--- src/design/aocb_pkg.sv ---
/*
  Constants for the offset and mode configuration bank: register indices,
  field positions, reset values and datapath timing.
  Assumes it is compiled before any module that imports it.
*/
package aocb_pkg;
  // ------------------------------------------------------------
  // Register indices; the byte address is four times the index
  // ------------------------------------------------------------
  localparam logic [7:0] IDX_PERF_TUNE_A = 8'h02;
  localparam logic [7:0] IDX_CHAN_A_BIAS = 8'hBF;
  localparam logic [7:0] IDX_CHAN_B_BIAS = 8'hC1;
  localparam logic [7:0] IDX_DC_LOOP_CTRL = 8'hCF;
  localparam logic [7:0] IDX_PERF_TUNE_B = 8'hD5;
  localparam logic [7:0] IDX_PERF_TUNE_C = 8'hD7;
  localparam logic [7:0] IDX_PERF_TUNE_D = 8'hDB;
  localparam logic [7:0] IDX_SLOW_GATE = 8'hEF;
  localparam logic [7:0] IDX_AMP_GATE = 8'hF1;
  localparam logic [7:0] IDX_SLOW_CHAN_A = 8'hF2;
  localparam logic [7:0] IDX_LOOP_ENABLE = 8'h3D;
  localparam logic [7:0] IDX_DIGITAL_CTRL = 8'h42;
  localparam logic [7:0] IDX_STATUS = 8'hFC;
  // ------------------------------------------------------------
  // Writable bit masks, everything else reserved and read as zero
  // ------------------------------------------------------------
  localparam logic [7:0] MASK_PERF_TUNE_A = 8'h40;
  localparam logic [7:0] MASK_BIAS = 8'hFC;
  localparam logic [7:0] MASK_DC_LOOP_CTRL = 8'hBC;
  localparam logic [7:0] MASK_PERF_TUNE_B = 8'h18;
  localparam logic [7:0] MASK_PERF_TUNE_C = 8'h0C;
  localparam logic [7:0] MASK_PERF_TUNE_D = 8'h21;
  localparam logic [7:0] MASK_SLOW_GATE = 8'h10;
  localparam logic [7:0] MASK_AMP_GATE = 8'h03;
  localparam logic [7:0] MASK_SLOW_CHAN_A = 8'h08;
  localparam logic [7:0] MASK_LOOP_ENABLE = 8'h20;
  localparam logic [7:0] MASK_DIGITAL_CTRL = 8'h08;
  localparam logic [7:0] REG_RESET = 8'h00;
  // ------------------------------------------------------------
  // Field positions
  // ------------------------------------------------------------
  localparam int BIAS_LSB = 2;
  localparam int BIAS_MSB = 7;
  localparam int HOLD_BIT = 7;
  localparam int AVG_LSB = 2;
  localparam int AVG_MSB = 5;
  localparam int SLOW_GATE_BIT = 4;
  localparam int SLOW_A_BIT = 3;
  localparam int SLOW_B_BIT = 0;
  localparam int LOOP_EN_BIT = 5;
  localparam int DIGITAL_EN_BIT = 3;
  localparam int TUNE3_BIT = 6;
  localparam int TUNE4_BIT = 4;
  localparam int TUNE5_BIT = 3;
  localparam int TUNE6_BIT = 3;
  localparam int TUNE7_BIT = 2;
  localparam int TUNE8_BIT = 5;
  localparam logic [1:0] AMP_GATE_OFF = 2'h0;
  localparam logic [1:0] AMP_GATE_ON = 2'h3;
  // ------------------------------------------------------------
  // Datapath timing
  // ------------------------------------------------------------
  localparam int SAMPLE_LATENCY = 16;
  localparam int SAMPLE_WIDTH = 14;
  localparam int AVG_BASE_SHIFT = 4;
  localparam logic [SAMPLE_WIDTH-1:0] MIDCODE = 14'h2000;
endpackage

--- src/design/aocb_delay_line.sv ---
/*
  Fixed-length pipeline delay for a pair of channel words.
  Assumes one clock and an asynchronous active-high reset.
*/
`timescale 1ns/100ps
module aocb_delay_line
  import aocb_pkg::*;
#(
  parameter int WIDTH = 14,
  parameter int DEPTH = 16
) (
  // Clock and reset
  input wire logic mclk,
  input wire logic reset,
  // Data in and out
  input wire logic [WIDTH-1:0] dinA,
  input wire logic [WIDTH-1:0] dinB,
  output logic [WIDTH-1:0] doutA,
  output logic [WIDTH-1:0] doutB
);
  // ------------------------------------------------------------
  // Elaboration check
  // ------------------------------------------------------------
  if (DEPTH < 1) begin : gBadDepth
    $error("Delay depth must be at least one");
  end

  logic [WIDTH-1:0] stageA_ff [DEPTH];
  logic [WIDTH-1:0] stageB_ff [DEPTH];

  // Each stage is a plain register; one edge per stage
  for (genvar i = 0; i < DEPTH; i++) begin : gStage
    always_ff @(posedge mclk or posedge reset) begin
      if (reset) begin
        stageA_ff[i] <= '0;
        stageB_ff[i] <= '0;
      end else begin
        stageA_ff[i] <= (i == 0) ? dinA : stageA_ff[(i == 0) ? 0 : i-1];
        stageB_ff[i] <= (i == 0) ? dinB : stageB_ff[(i == 0) ? 0 : i-1];
      end
    end
  end

  assign doutA = stageA_ff[DEPTH-1];
  assign doutB = stageB_ff[DEPTH-1];
endmodule

--- src/design/aocb_config_bank.sv ---
/*
  Configuration bank for a dual-channel converter: APB register slave, the
  offset loop with hold and averaging, midcode bias, gated slow-rate modes,
  amplitude gate, tuning bits and the fixed-latency output path.
  Assumes samples arrive on mclk from logic in the same domain and an APB
  master on the same clock.
*/
`timescale 1ns/100ps
// How it works
// - Signed six-bit bias shifts output around midcode, only while the loop is enabled
// - Enabled loop converges output to midcode plus bias
// - Separate bias register per channel, own address
// - Hold freezes estimate, last value still applied
// - Bits 5..2 set loop averaging period
// - Gate zero disables slow-rate on both channels
// - Bit 3 enables channel A slow-rate, gated
// - Bit 0 enables channel B slow-rate, gated
// - Amplitude gate on only for 11, off otherwise
// - Both channels sampled on same rising edge
// - Sample appears exactly 16 cycles later
// - Output as offset binary or two's complement
// - Loop enable bit 5 turns loop on
// - Global digital enable gates the offset loop and bias only
module aocb_config_bank
  import aocb_pkg::*;
#(
  parameter int LATENCY = SAMPLE_LATENCY
) (
  // Clock and reset
  input wire logic mclk,
  input wire logic reset,
  // APB slave
  input wire logic psel,
  input wire logic penable,
  input wire logic pwrite,
  input wire logic [9:0] paddr,
  input wire logic [31:0] pwdata,
  input wire logic [3:0] pstrb,
  output logic [31:0] prdata,
  output logic pready,
  output logic pslverr,
  // Sample path
  input wire logic [SAMPLE_WIDTH-1:0] rawA,
  input wire logic [SAMPLE_WIDTH-1:0] rawB,
  input wire logic twosComplement,
  output logic [SAMPLE_WIDTH-1:0] codeA,
  output logic [SAMPLE_WIDTH-1:0] codeB,
  // Mode outputs
  output logic chanASlowRate,
  output logic chanBSlowRate,
  output logic amplitudeCtrlEnable,
  output logic performanceTuneAll
);
  // ------------------------------------------------------------
  // Elaboration check
  // ------------------------------------------------------------
  if (LATENCY < 3) begin : gBadLatency
    $error("Latency must leave room for the two processing stages");
  end

  // ------------------------------------------------------------
  // Register storage
  // ------------------------------------------------------------
  localparam int NREG = 12;
  localparam logic [7:0] REG_IDX [NREG] = '{IDX_PERF_TUNE_A, IDX_CHAN_A_BIAS, IDX_CHAN_B_BIAS,
    IDX_DC_LOOP_CTRL, IDX_PERF_TUNE_B, IDX_PERF_TUNE_C, IDX_PERF_TUNE_D, IDX_SLOW_GATE,
    IDX_AMP_GATE, IDX_SLOW_CHAN_A, IDX_LOOP_ENABLE, IDX_DIGITAL_CTRL};
  localparam logic [7:0] REG_MASK [NREG] = '{MASK_PERF_TUNE_A, MASK_BIAS, MASK_BIAS,
    MASK_DC_LOOP_CTRL, MASK_PERF_TUNE_B, MASK_PERF_TUNE_C, MASK_PERF_TUNE_D, MASK_SLOW_GATE,
    MASK_AMP_GATE, MASK_SLOW_CHAN_A, MASK_LOOP_ENABLE, MASK_DIGITAL_CTRL};

  logic [7:0] regs_ff [NREG];
  logic [NREG-1:0] hit;
  logic anyHit;
  logic statusHit;
  logic wordAligned;
  logic access;
  logic writeLow;
  logic [7:0] readByte;
  logic [7:0] statusByte;

  // Byte address is four times the printed index
  assign wordAligned = (paddr[1:0] == 2'h0);
  assign access = psel & penable;
  assign writeLow = access & pwrite & pstrb[0];
  assign statusHit = wordAligned & (paddr[9:2] == IDX_STATUS);
  assign anyHit = |hit;

  // Decode each register once; a loop keeps entries in one table
  for (genvar r = 0; r < NREG; r++) begin : gReg
    assign hit[r] = wordAligned & (paddr[9:2] == REG_IDX[r]);
    always_ff @(posedge mclk or posedge reset) begin
      if (reset) begin
        regs_ff[r] <= REG_RESET;
      end else if (writeLow && hit[r]) begin
        regs_ff[r] <= pwdata[7:0] & REG_MASK[r];
      end
    end
  end

  // Read mux, reserved bits are masked off at write time
  always_comb begin
    readByte = 8'h00;
    for (int r = 0; r < NREG; r++) begin
      if (hit[r]) begin
        readByte = regs_ff[r];
      end
    end
    if (statusHit) begin
      readByte = statusByte;
    end
  end

  // Zero-wait slave; unmapped or misaligned addresses raise pslverr
  assign pready = 1'b1;
  assign pslverr = access & ~(anyHit | (statusHit & ~pwrite));
  assign prdata = (access & ~pwrite) ? {24'h000000, readByte} : 32'h00000000;

  // ------------------------------------------------------------
  // Field extraction
  // ------------------------------------------------------------
  logic digitalEnable;
  logic loopEnable;
  logic loopHold;
  logic [3:0] avgField;
  logic signed [5:0] biasA;
  logic signed [5:0] biasB;
  logic slowGate;
  logic [1:0] ampGate;

  assign digitalEnable = regs_ff[11][DIGITAL_EN_BIT];
  assign loopEnable = regs_ff[10][LOOP_EN_BIT] & digitalEnable;
  assign loopHold = regs_ff[3][HOLD_BIT];
  assign avgField = regs_ff[3][AVG_MSB:AVG_LSB];
  assign biasA = signed'(regs_ff[1][BIAS_MSB:BIAS_LSB]);
  assign biasB = signed'(regs_ff[2][BIAS_MSB:BIAS_LSB]);
  assign slowGate = regs_ff[7][SLOW_GATE_BIT];
  assign ampGate = regs_ff[8][1:0];

  // Slow-rate bits count only through the gate
  assign chanASlowRate = slowGate & regs_ff[9][SLOW_A_BIT];
  assign chanBSlowRate = slowGate & regs_ff[6][SLOW_B_BIT];
  // Illegal codes 01 and 10 are treated as off to fail safe
  assign amplitudeCtrlEnable = (ampGate == AMP_GATE_ON);
  assign performanceTuneAll = regs_ff[0][TUNE3_BIT] & regs_ff[4][TUNE4_BIT] & regs_ff[4][TUNE5_BIT]
    & regs_ff[5][TUNE6_BIT] & regs_ff[5][TUNE7_BIT] & regs_ff[6][TUNE8_BIT];
  assign statusByte = {3'h0, loopEnable & loopHold, loopEnable, performanceTuneAll,
    chanBSlowRate, chanASlowRate};

  // ------------------------------------------------------------
  // Offset loop: one sample register stage and one correction stage
  // ------------------------------------------------------------
  localparam int ACC_W = SAMPLE_WIDTH + 20;
  logic signed [SAMPLE_WIDTH:0] capA_ff, capB_ff;
  logic signed [ACC_W-1:0] accA_ff, accB_ff;
  logic signed [ACC_W-1:0] nxt_accA, nxt_accB;
  logic signed [SAMPLE_WIDTH:0] estA, estB;
  logic [4:0] shiftAmt;
  logic [SAMPLE_WIDTH-1:0] corrA_ff, corrB_ff;
  logic [SAMPLE_WIDTH-1:0] nxt_corrA, nxt_corrB;

  // Larger field gives a longer period: 2^(field+4) samples
  assign shiftAmt = 5'(avgField) + 5'(AVG_BASE_SHIFT);

  // Both channels are captured on the same edge
  always_ff @(posedge mclk or posedge reset) begin
    if (reset) begin
      capA_ff <= '0;
      capB_ff <= '0;
    end else begin
      capA_ff <= signed'({1'b0, rawA}) - signed'({1'b0, MIDCODE});
      capB_ff <= signed'({1'b0, rawB}) - signed'({1'b0, MIDCODE});
    end
  end

  // Estimates are the accumulators scaled by the averaging period
  assign estA = (SAMPLE_WIDTH+1)'(accA_ff >>> shiftAmt);
  assign estB = (SAMPLE_WIDTH+1)'(accB_ff >>> shiftAmt);

  // Leaky average; held value stays in place while frozen
  always_comb begin
    nxt_accA = accA_ff;
    nxt_accB = accB_ff;
    if (!loopEnable) begin
      nxt_accA = '0;
      nxt_accB = '0;
    end else if (!loopHold) begin
      nxt_accA = accA_ff + ACC_W'(capA_ff) - ACC_W'(estA);
      nxt_accB = accB_ff + ACC_W'(capB_ff) - ACC_W'(estB);
    end
  end

  always_ff @(posedge mclk or posedge reset) begin
    if (reset) begin
      accA_ff <= '0;
      accB_ff <= '0;
    end else begin
      accA_ff <= nxt_accA;
      accB_ff <= nxt_accB;
    end
  end

  // Correct, add bias, saturate and format; keeps the code in range
  function automatic logic [SAMPLE_WIDTH-1:0] correctCode(input logic signed [SAMPLE_WIDTH:0] cap,
    input logic signed [SAMPLE_WIDTH:0] est, input logic signed [5:0] bias, input logic en,
    input logic twos);
    logic signed [SAMPLE_WIDTH+1:0] sum;
    logic [SAMPLE_WIDTH-1:0] obin;
    sum = (SAMPLE_WIDTH+2)'(cap);
    if (en) begin
      sum = sum - (SAMPLE_WIDTH+2)'(est) + (SAMPLE_WIDTH+2)'(bias);
    end
    if (sum > (SAMPLE_WIDTH+2)'(8191)) begin
      sum = (SAMPLE_WIDTH+2)'(8191);
    end else if (sum < -(SAMPLE_WIDTH+2)'(8192)) begin
      sum = -(SAMPLE_WIDTH+2)'(8192);
    end
    obin = sum[SAMPLE_WIDTH-1:0] ^ MIDCODE;
    return twos ? sum[SAMPLE_WIDTH-1:0] : obin;
  endfunction

  assign nxt_corrA = correctCode(capA_ff, estA, biasA, loopEnable, twosComplement);
  assign nxt_corrB = correctCode(capB_ff, estB, biasB, loopEnable, twosComplement);

  always_ff @(posedge mclk or posedge reset) begin
    if (reset) begin
      corrA_ff <= '0;
      corrB_ff <= '0;
    end else begin
      corrA_ff <= nxt_corrA;
      corrB_ff <= nxt_corrB;
    end
  end

  // ------------------------------------------------------------
  // Remaining latency; the capture edge starts the count, so only
  // the correction stage is taken off the delay line
  // ------------------------------------------------------------
  aocb_delay_line #(
    .WIDTH(SAMPLE_WIDTH),
    .DEPTH(LATENCY - 1)
  ) uDelay (
    .mclk(mclk),
    .reset(reset),
    .dinA(corrA_ff),
    .dinB(corrB_ff),
    .doutA(codeA),
    .doutB(codeB)
  );
endmodule

--- config.mk ---
export PLATFORM = sky130hd
export DESIGN_NAME = aocb_config_bank
export DESIGN_NICKNAME = d
export VERILOG_FILES = /design/src/design/aocb_pkg.sv /design/src/design/aocb_delay_line.sv /design/src/design/aocb_config_bank.sv
export SDC_FILE = /design/constraint.sdc
export NUM_CORES = 1
export LEC_CHECK = 0
export ABC_AREA = 1
export BUFFER_PORTS_ARGS = -buffer_cell sky130_fd_sc_hd__buf_2
export CAP_MARGIN = 20
export CORE_UTILIZATION = 50
export DETAILED_ROUTE_END_ITERATION = 16
export PLACE_DENSITY = 0.67
export SYNTH_ARGS = -nofsm -noshare
export SYNTH_HDL_FRONTEND = slang
export SYNTH_HIERARCHICAL = 1
export SYNTH_SLANG_ARGS = --single-unit
--- constraint.sdc ---
create_clock -name mclk -period 14.6 [get_ports mclk]
set_input_delay 1.46 -clock mclk [delete_from_list [all_inputs] [get_ports mclk]]
set_output_delay 1.46 -clock mclk [all_outputs]
set_load 0.05 [all_outputs]
# After elaboration in Yosys (flattened, before gate mapping)

Cells that the tools add are included.

Register bits after elaboration: 576
Output and inout bits: 66
Logic and storage cells: 153

Add/sub/neg operators: 11
Magnitude comparators: 4
Eq/ne operators: 15
Shift operators: 2
Mux-type cells: 26
Bitwise operators: 33
Reduce and logical (&&, ||, !) cells: 14

Operator list:

| cell                     | count |
|---|---|
| $mux W34                 | 4 |
| $mux W8                  | 13 |
| $mux W14                 | 6 |
| $eq A8 B8 Y1 const B     | 10 |
| $add A34 B15 Y34         | 2 |
| $sshr A34 B5 Y15         | 2 |
| $sub A34 B15 Y34         | 2 |
| $add A16 B6 Y16          | 2 |
| $gt A16 B14 Y1 const B   | 2 |
| $lt A16 B14 Y1 const B   | 2 |
| $mux W16                 | 2 |
| $sub A15 B15 Y16         | 2 |
| $sub A14 B14 Y15 const B | 2 |
| $and A1 B1 Y1            | 28 |
| $logic_and A1 B1 Y1      | 12 |
| $reduce_or A12 Y1        | 1 |
| $eq A8 B2 Y1 const B     | 1 |
| $eq A8 B6 Y1 const B     | 1 |
| $eq A8 B7 Y1 const B     | 1 |
| $mux W7                  | 1 |
| $add A4 B3 Y5 const B    | 1 |
| $not A1 Y1               | 4 |
| $eq A2 B2 Y1 const B     | 1 |
| $logic_not A2 Y1         | 1 |
| other kinds (2)          | 2 |

# Depth between registers and ports, before layout

Depth in word-level cells: 16
Gate-level depth with buffers: 30

# Cells and area by module

Netlist, hierarchy kept.

Modules (own cells, without submodules):

| module           | times used | cells each | area each (um^2) | seq. area each (um^2) |
|---|---|---|---|---|
| aocb_config_bank | 1          | 2,976      | 18,671.7         | 3,853.7 |
| aocb_delay_line  | 1          | 449        | 10,724.0         | 10,510.1 |

# Least setup slack after synthesis

OpenSTA, ideal clock, no wires.

Path type: input-to-output
Start point: input port paddr[0]
End point: output port prdata[2]
Arrival: 2.931 ns
Required time: 13.140 ns
Setup slack: 10.209 ns
Stages on the path: 9
Path buffers: 0
Path through: inv_1 > nand2_1 > nor2_2 > nand2_1 > nor2_2 > nand2_1 > o211ai_1 > a21oi_1 > a21oi_1

Longest elaborated chain between the ends: 15
Elaborated cells between the ends (all ways): 26
Classes of those cells: 13 x mux; 12 x bitwise; 1 x reduce/logical

RTL lines:

| item                   | line                    | source |
|---|---|---|
| from (decl)            | aocb_config_bank.sv:36  | `input wire logic [9:0] paddr,` |
| $logic_not A2 Y1 *     | aocb_config_bank.sv:83  | `assign wordAligned = (paddr[1:0] == 2'h0);` |
| $and A1 B1 Y1          | aocb_config_bank.sv:91  | `assign hit[r] = wordAligned & (paddr[9:2] == REG_IDX[r]);` |
| $mux W8 (11 in series) | aocb_config_bank.sv:105 | `if (hit[r]) begin` |
| $mux W8 *              | aocb_config_bank.sv:109 | `if (statusHit) begin` |
| $mux W8 *              | aocb_config_bank.sv:117 | `assign prdata = (access & ~pwrite) ? {24'h000000, readByte} : 32'h00000000;` |
| to (decl)              | aocb_config_bank.sv:39  | `output logic [31:0] prdata,` |

Mark *: on every way between the ends. The rest lies on a longest branch, timed or not.

# Worst setup path in the final report

Start point: register regs_ff, in the netlist avgField[2]
End point: register accA_ff[32]

Longest elaborated chain between the ends: 5

RTL lines:

| item                              | line                    | source |
|---|---|---|
| from (decl)                       | aocb_config_bank.sv:72  | `logic [7:0] regs_ff [NREG];` |
| from (signal, indexed assignment) | aocb_config_bank.sv:96  | `regs_ff[r] <= pwdata[7:0] & REG_MASK[r];` |
| $add A4 B3 Y5                     | aocb_config_bank.sv:163 | `assign shiftAmt = 5'(avgField) + 5'(AVG_BASE_SHIFT);` |
| $sshr A34 B5 Y15                  | aocb_config_bank.sv:177 | `assign estA = (SAMPLE_WIDTH+1)'(accA_ff >>> shiftAmt);` |
| $sub A34 B15 Y34                  | aocb_config_bank.sv:188 | `nxt_accA = accA_ff + ACC_W'(capA_ff) - ACC_W'(estA);` |
| $mux W34                          | aocb_config_bank.sv:187 | `end else if (!loopHold) begin` |
| $mux W34                          | aocb_config_bank.sv:184 | `if (!loopEnable) begin` |
| to (signal assigned)              | aocb_config_bank.sv:198 | `accA_ff <= nxt_accA;` |
| to (decl)                         | aocb_config_bank.sv:155 | `logic signed [ACC_W-1:0] accA_ff, accB_ff;` |

No other way between the ends. The select of a mux whose other input is x is not followed.
A chain may end at the register's enable or synchronous reset.

==> results.yml <==
grt:
  grt_pass1_wl_microns: 112000
  antenna_found_initial: 1
  grt_pass1_vias: 20961
  grt_overflow: 0
  grt.total_usage_pct: 24.0
  grt_max_degree: 218
critical_path:
  critPathArrivalTime_ps: 7250
  setup.worst_path.end: "accA_ff[32]$_DFFE_PP0P_"
  worst_setup_path_end_kind: "flop"
  start_kind: "flop"
  r2r-end: "accA_ff[32]$_DFFE_PP0P_"
  reg2reg_depth: 19
  worstPathRequired_ps: 15100
  regToRegSetupSlack_ps: 7850
  crit_type: "reg -> reg"
  path_max_fanout: 60
  timing.rr.start: "avgField[2]$_DFFE_PP0P_"
  startpoint: "avgField[2]$_DFFE_PP0P_"
die:
  fp.dieArea_sq_mm: 0.0598
  io_pins: 146
  die_height_microns: 244
  core-area_sq_mm: 0.0579
  die_x_microns: 244
  rows: 88
  start_util_pct: 50.8
clock_tree:
  numCtsBuffers: 57
  cts_tree: "built"
  clock_latency_ps: 630
  post_cts_resized: 0
  cts.sinks: 574
  path_clk_slew_ps: 70
  cts_setup_buffers: 0
  ctsHoldBuffers: 0
  cts_root_buffer: "clkbuf_16"
  clock_path_buffers: 3
  htree_num_levels: 2
layout:
  layout_commonest_cell: "nand2_1"
  drive_gt1_share_pct: 7.08
  stdcell_count: 4295
  design_area_sq_mm: 0.0322
  diodes: 0
  fin_nets: 3763
  layout_common_cells: "nand2_1 (986), dfrtp_1 (572), inv_1 (552), o21ai_0 (226), nor2_1 (181)"
  post-route-util_pct: 55.6
  syn2layout_area_growth_pct: 9.47
timing:
  setup_violations: 0
  post-route-period-util_pct: 46.2
  max_slew_margin_pct: 26.4
  max_freq_ghz: 0.148
  setup_ws_ps: 7850
  whs_ps: 337
  worstMarginPinSlew_ps: 1100
  skew_ps: 24.3
  fin_crit_ps: 6750
  hold_viol: 0
  finalSetupTns_ps: 0
  slew_violations: 0
  rsz0062_at_grt: "no"
power:
  vdd.ir_drop.worst_v: 0.000106
  p_total_mw: 3.55
  power_density_mw_per_mm2: 110
  cellLeakagePower_nw: 16.6
yosys:
  syn_inst: 3425
  synth-seq-cells: 574
  yosysTopAreaCell: "dfrtp_1"
  synth_edf_count: 0
  synth_flop_cell: "dfrtp_1"
  synth_cell_types: 49
  synth_top_area_share_pct: 48.9
  synthTopCellsByArea: "dfrtp_1 (49%), nand2_1 (13%), inv_1 (7.1%)"
  synth-seq-area-share_pct: 48.9
  synth_warnings: 6
  async_reset_ff_share_pct: 100
  synth_area_sq_mm: 0.0294
  avgSynthCellArea_sq_um: 8.58
routing:
  wl_per_cell_microns: 16.2
  dr.first_iter.drc_count: 1614
  wl_microns: 69600
  firstDrtPassIters: 5
  routed_via_density: 5.00
  num_vias: 21456
  ant_nets: 0
  drc: 0
placed_design:
  gp_congestion: 0.937
  pre_cts_ws_ps: 8000
  dp_hpwl_microns: 49700
  portBuffers: 93
  place_area_sq_mm: 0.0302
  placedCellCount: 4189
hold_path:
  hold_class: "reg -> reg"
flow_run:
  drv_cap: 0
status:
  outcome: "finished, final reports clean"
## worst min-delay path by stage
stage	startpoint	to	slack, ps	cells after the start
after global placement	corrB_ff[10]$_DFF_PP0_	uDelay/stageB_ff[206]$_DFF_PP0_	330	0
after global routing	uDelay/stageA_ff[133]$_DFF_PP0_	uDelay/stageA_ff[119]$_DFF_PP0_	340	0
after detailed placement	uDelay/stageB_ff[23]$_DFF_PP0_	uDelay/doutB[9]$_DFF_PP0_	330	0
after CTS	uDelay/stageA_ff[198]$_DFF_PP0_	uDelay/stageA_ff[184]$_DFF_PP0_	340	0
final	uDelay/stageB_ff[74]$_DFF_PP0_	uDelay/stageB_ff[60]$_DFF_PP0_	340	0
after floorplan	uDelay/stageA_ff[14]$_DFF_PP0_	uDelay/doutA[0]$_DFF_PP0_	330	0
## cell type report
cell class / count / area (sq um)
clock buffer: 82 / 1650
clock inverter: 23 / 270
fill: 5322 / 25700
inverter: 565 / 2130
multi-input combinational: 2175 / 12200
sequential: 574 / 14400
tap: 765 / 957
timing repair buffer: 111 / 633
## routing by layer
| layer | part of all wire (%) | track usage, % | vias up |
|---|---|---|---|
| met1 | 44 | 32.3 | 10129 |
| met5 | 0 | 0 | - |
| met2 | 48 | 40.0 | 493 |
| li1 | - | - | 10723 |
| met4 | 3.2 | 8.36 | 0 |
| met3 | 4.5 | 2.99 | 111 |
## report_power, final
group,switching (mW),internal [mW]
combinational,0.268,0.111
clock,0.644,0.847
sequential,0.0240,1.66
## flip-flops by register name (all words and copies together) (netlist names), 34 cells and up
register,count
uDelay/stageA_ff,196
uDelay/stageB_ff,196
accA_ff,34
accB_ff,34
## logic make-up (layout without fill, tap and decap cells)
family / after synthesis / count (layout) / share of synthesized area, %
DFF: 574 / 574 / 48.9
and+or+nand+nor: 1406 / 1406 / 19.5
AOI/OAI and AO/OA: 502 / 502 / 9.22
buffers and inverters: 699 / 781 / 10.1
other: 2 / 25 / 0.0255
muxes: 33 / 33 / 1.13
adders and majority gates: 199 / 199 / 10.9
xor gates and xnor gates: 10 / 10 / 0.298
## worst max-delay path, stage by stage (launching register included)
cell and delay, ps:
dfrtp_2 350, buf_4 490, ha_1 880, clkinv_1 1000
a21oi_1 740, nand2_1 110, nand2_1 220, inv_1 520
fa_1 700, inv_1 50, ha_1 360, nand2_1 110
o21ai_0 370, a21oi_1 80, nand2_1 190, nand2_1 140
nand2_1 90, nand2_1 50, nand3_1 80, nand2_1 60
## cells in the mapped netlist (4+ instances only)
library cell and n:
nand2_4 4, or2_2 5, o21ai_0 226, nor2_2 7, clkinv_1 4, a21o_1 4, dfrtp_1 574, nor3_1 15
mux2i_1 32, nor2_1 182, and2_1 8, nand2_1 986, clkbuf_1 36, nand3b_1 8, inv_2 7, a31oi_1 7
buf_2 29, nand4_1 19, o21ai_1 46, o22ai_1 28, fa_1 96, o211ai_1 22, a22oi_1 8, a21oi_1 135
buf_6 13, xnor2_1 5, xor2_1 5, nand3_1 149, buf_4 54, inv_1 554, a21boi_0 6, o21bai_1 13
ha_1 103, nand2_2 12
Note: power is estimated with default switching activity, not from simulation.
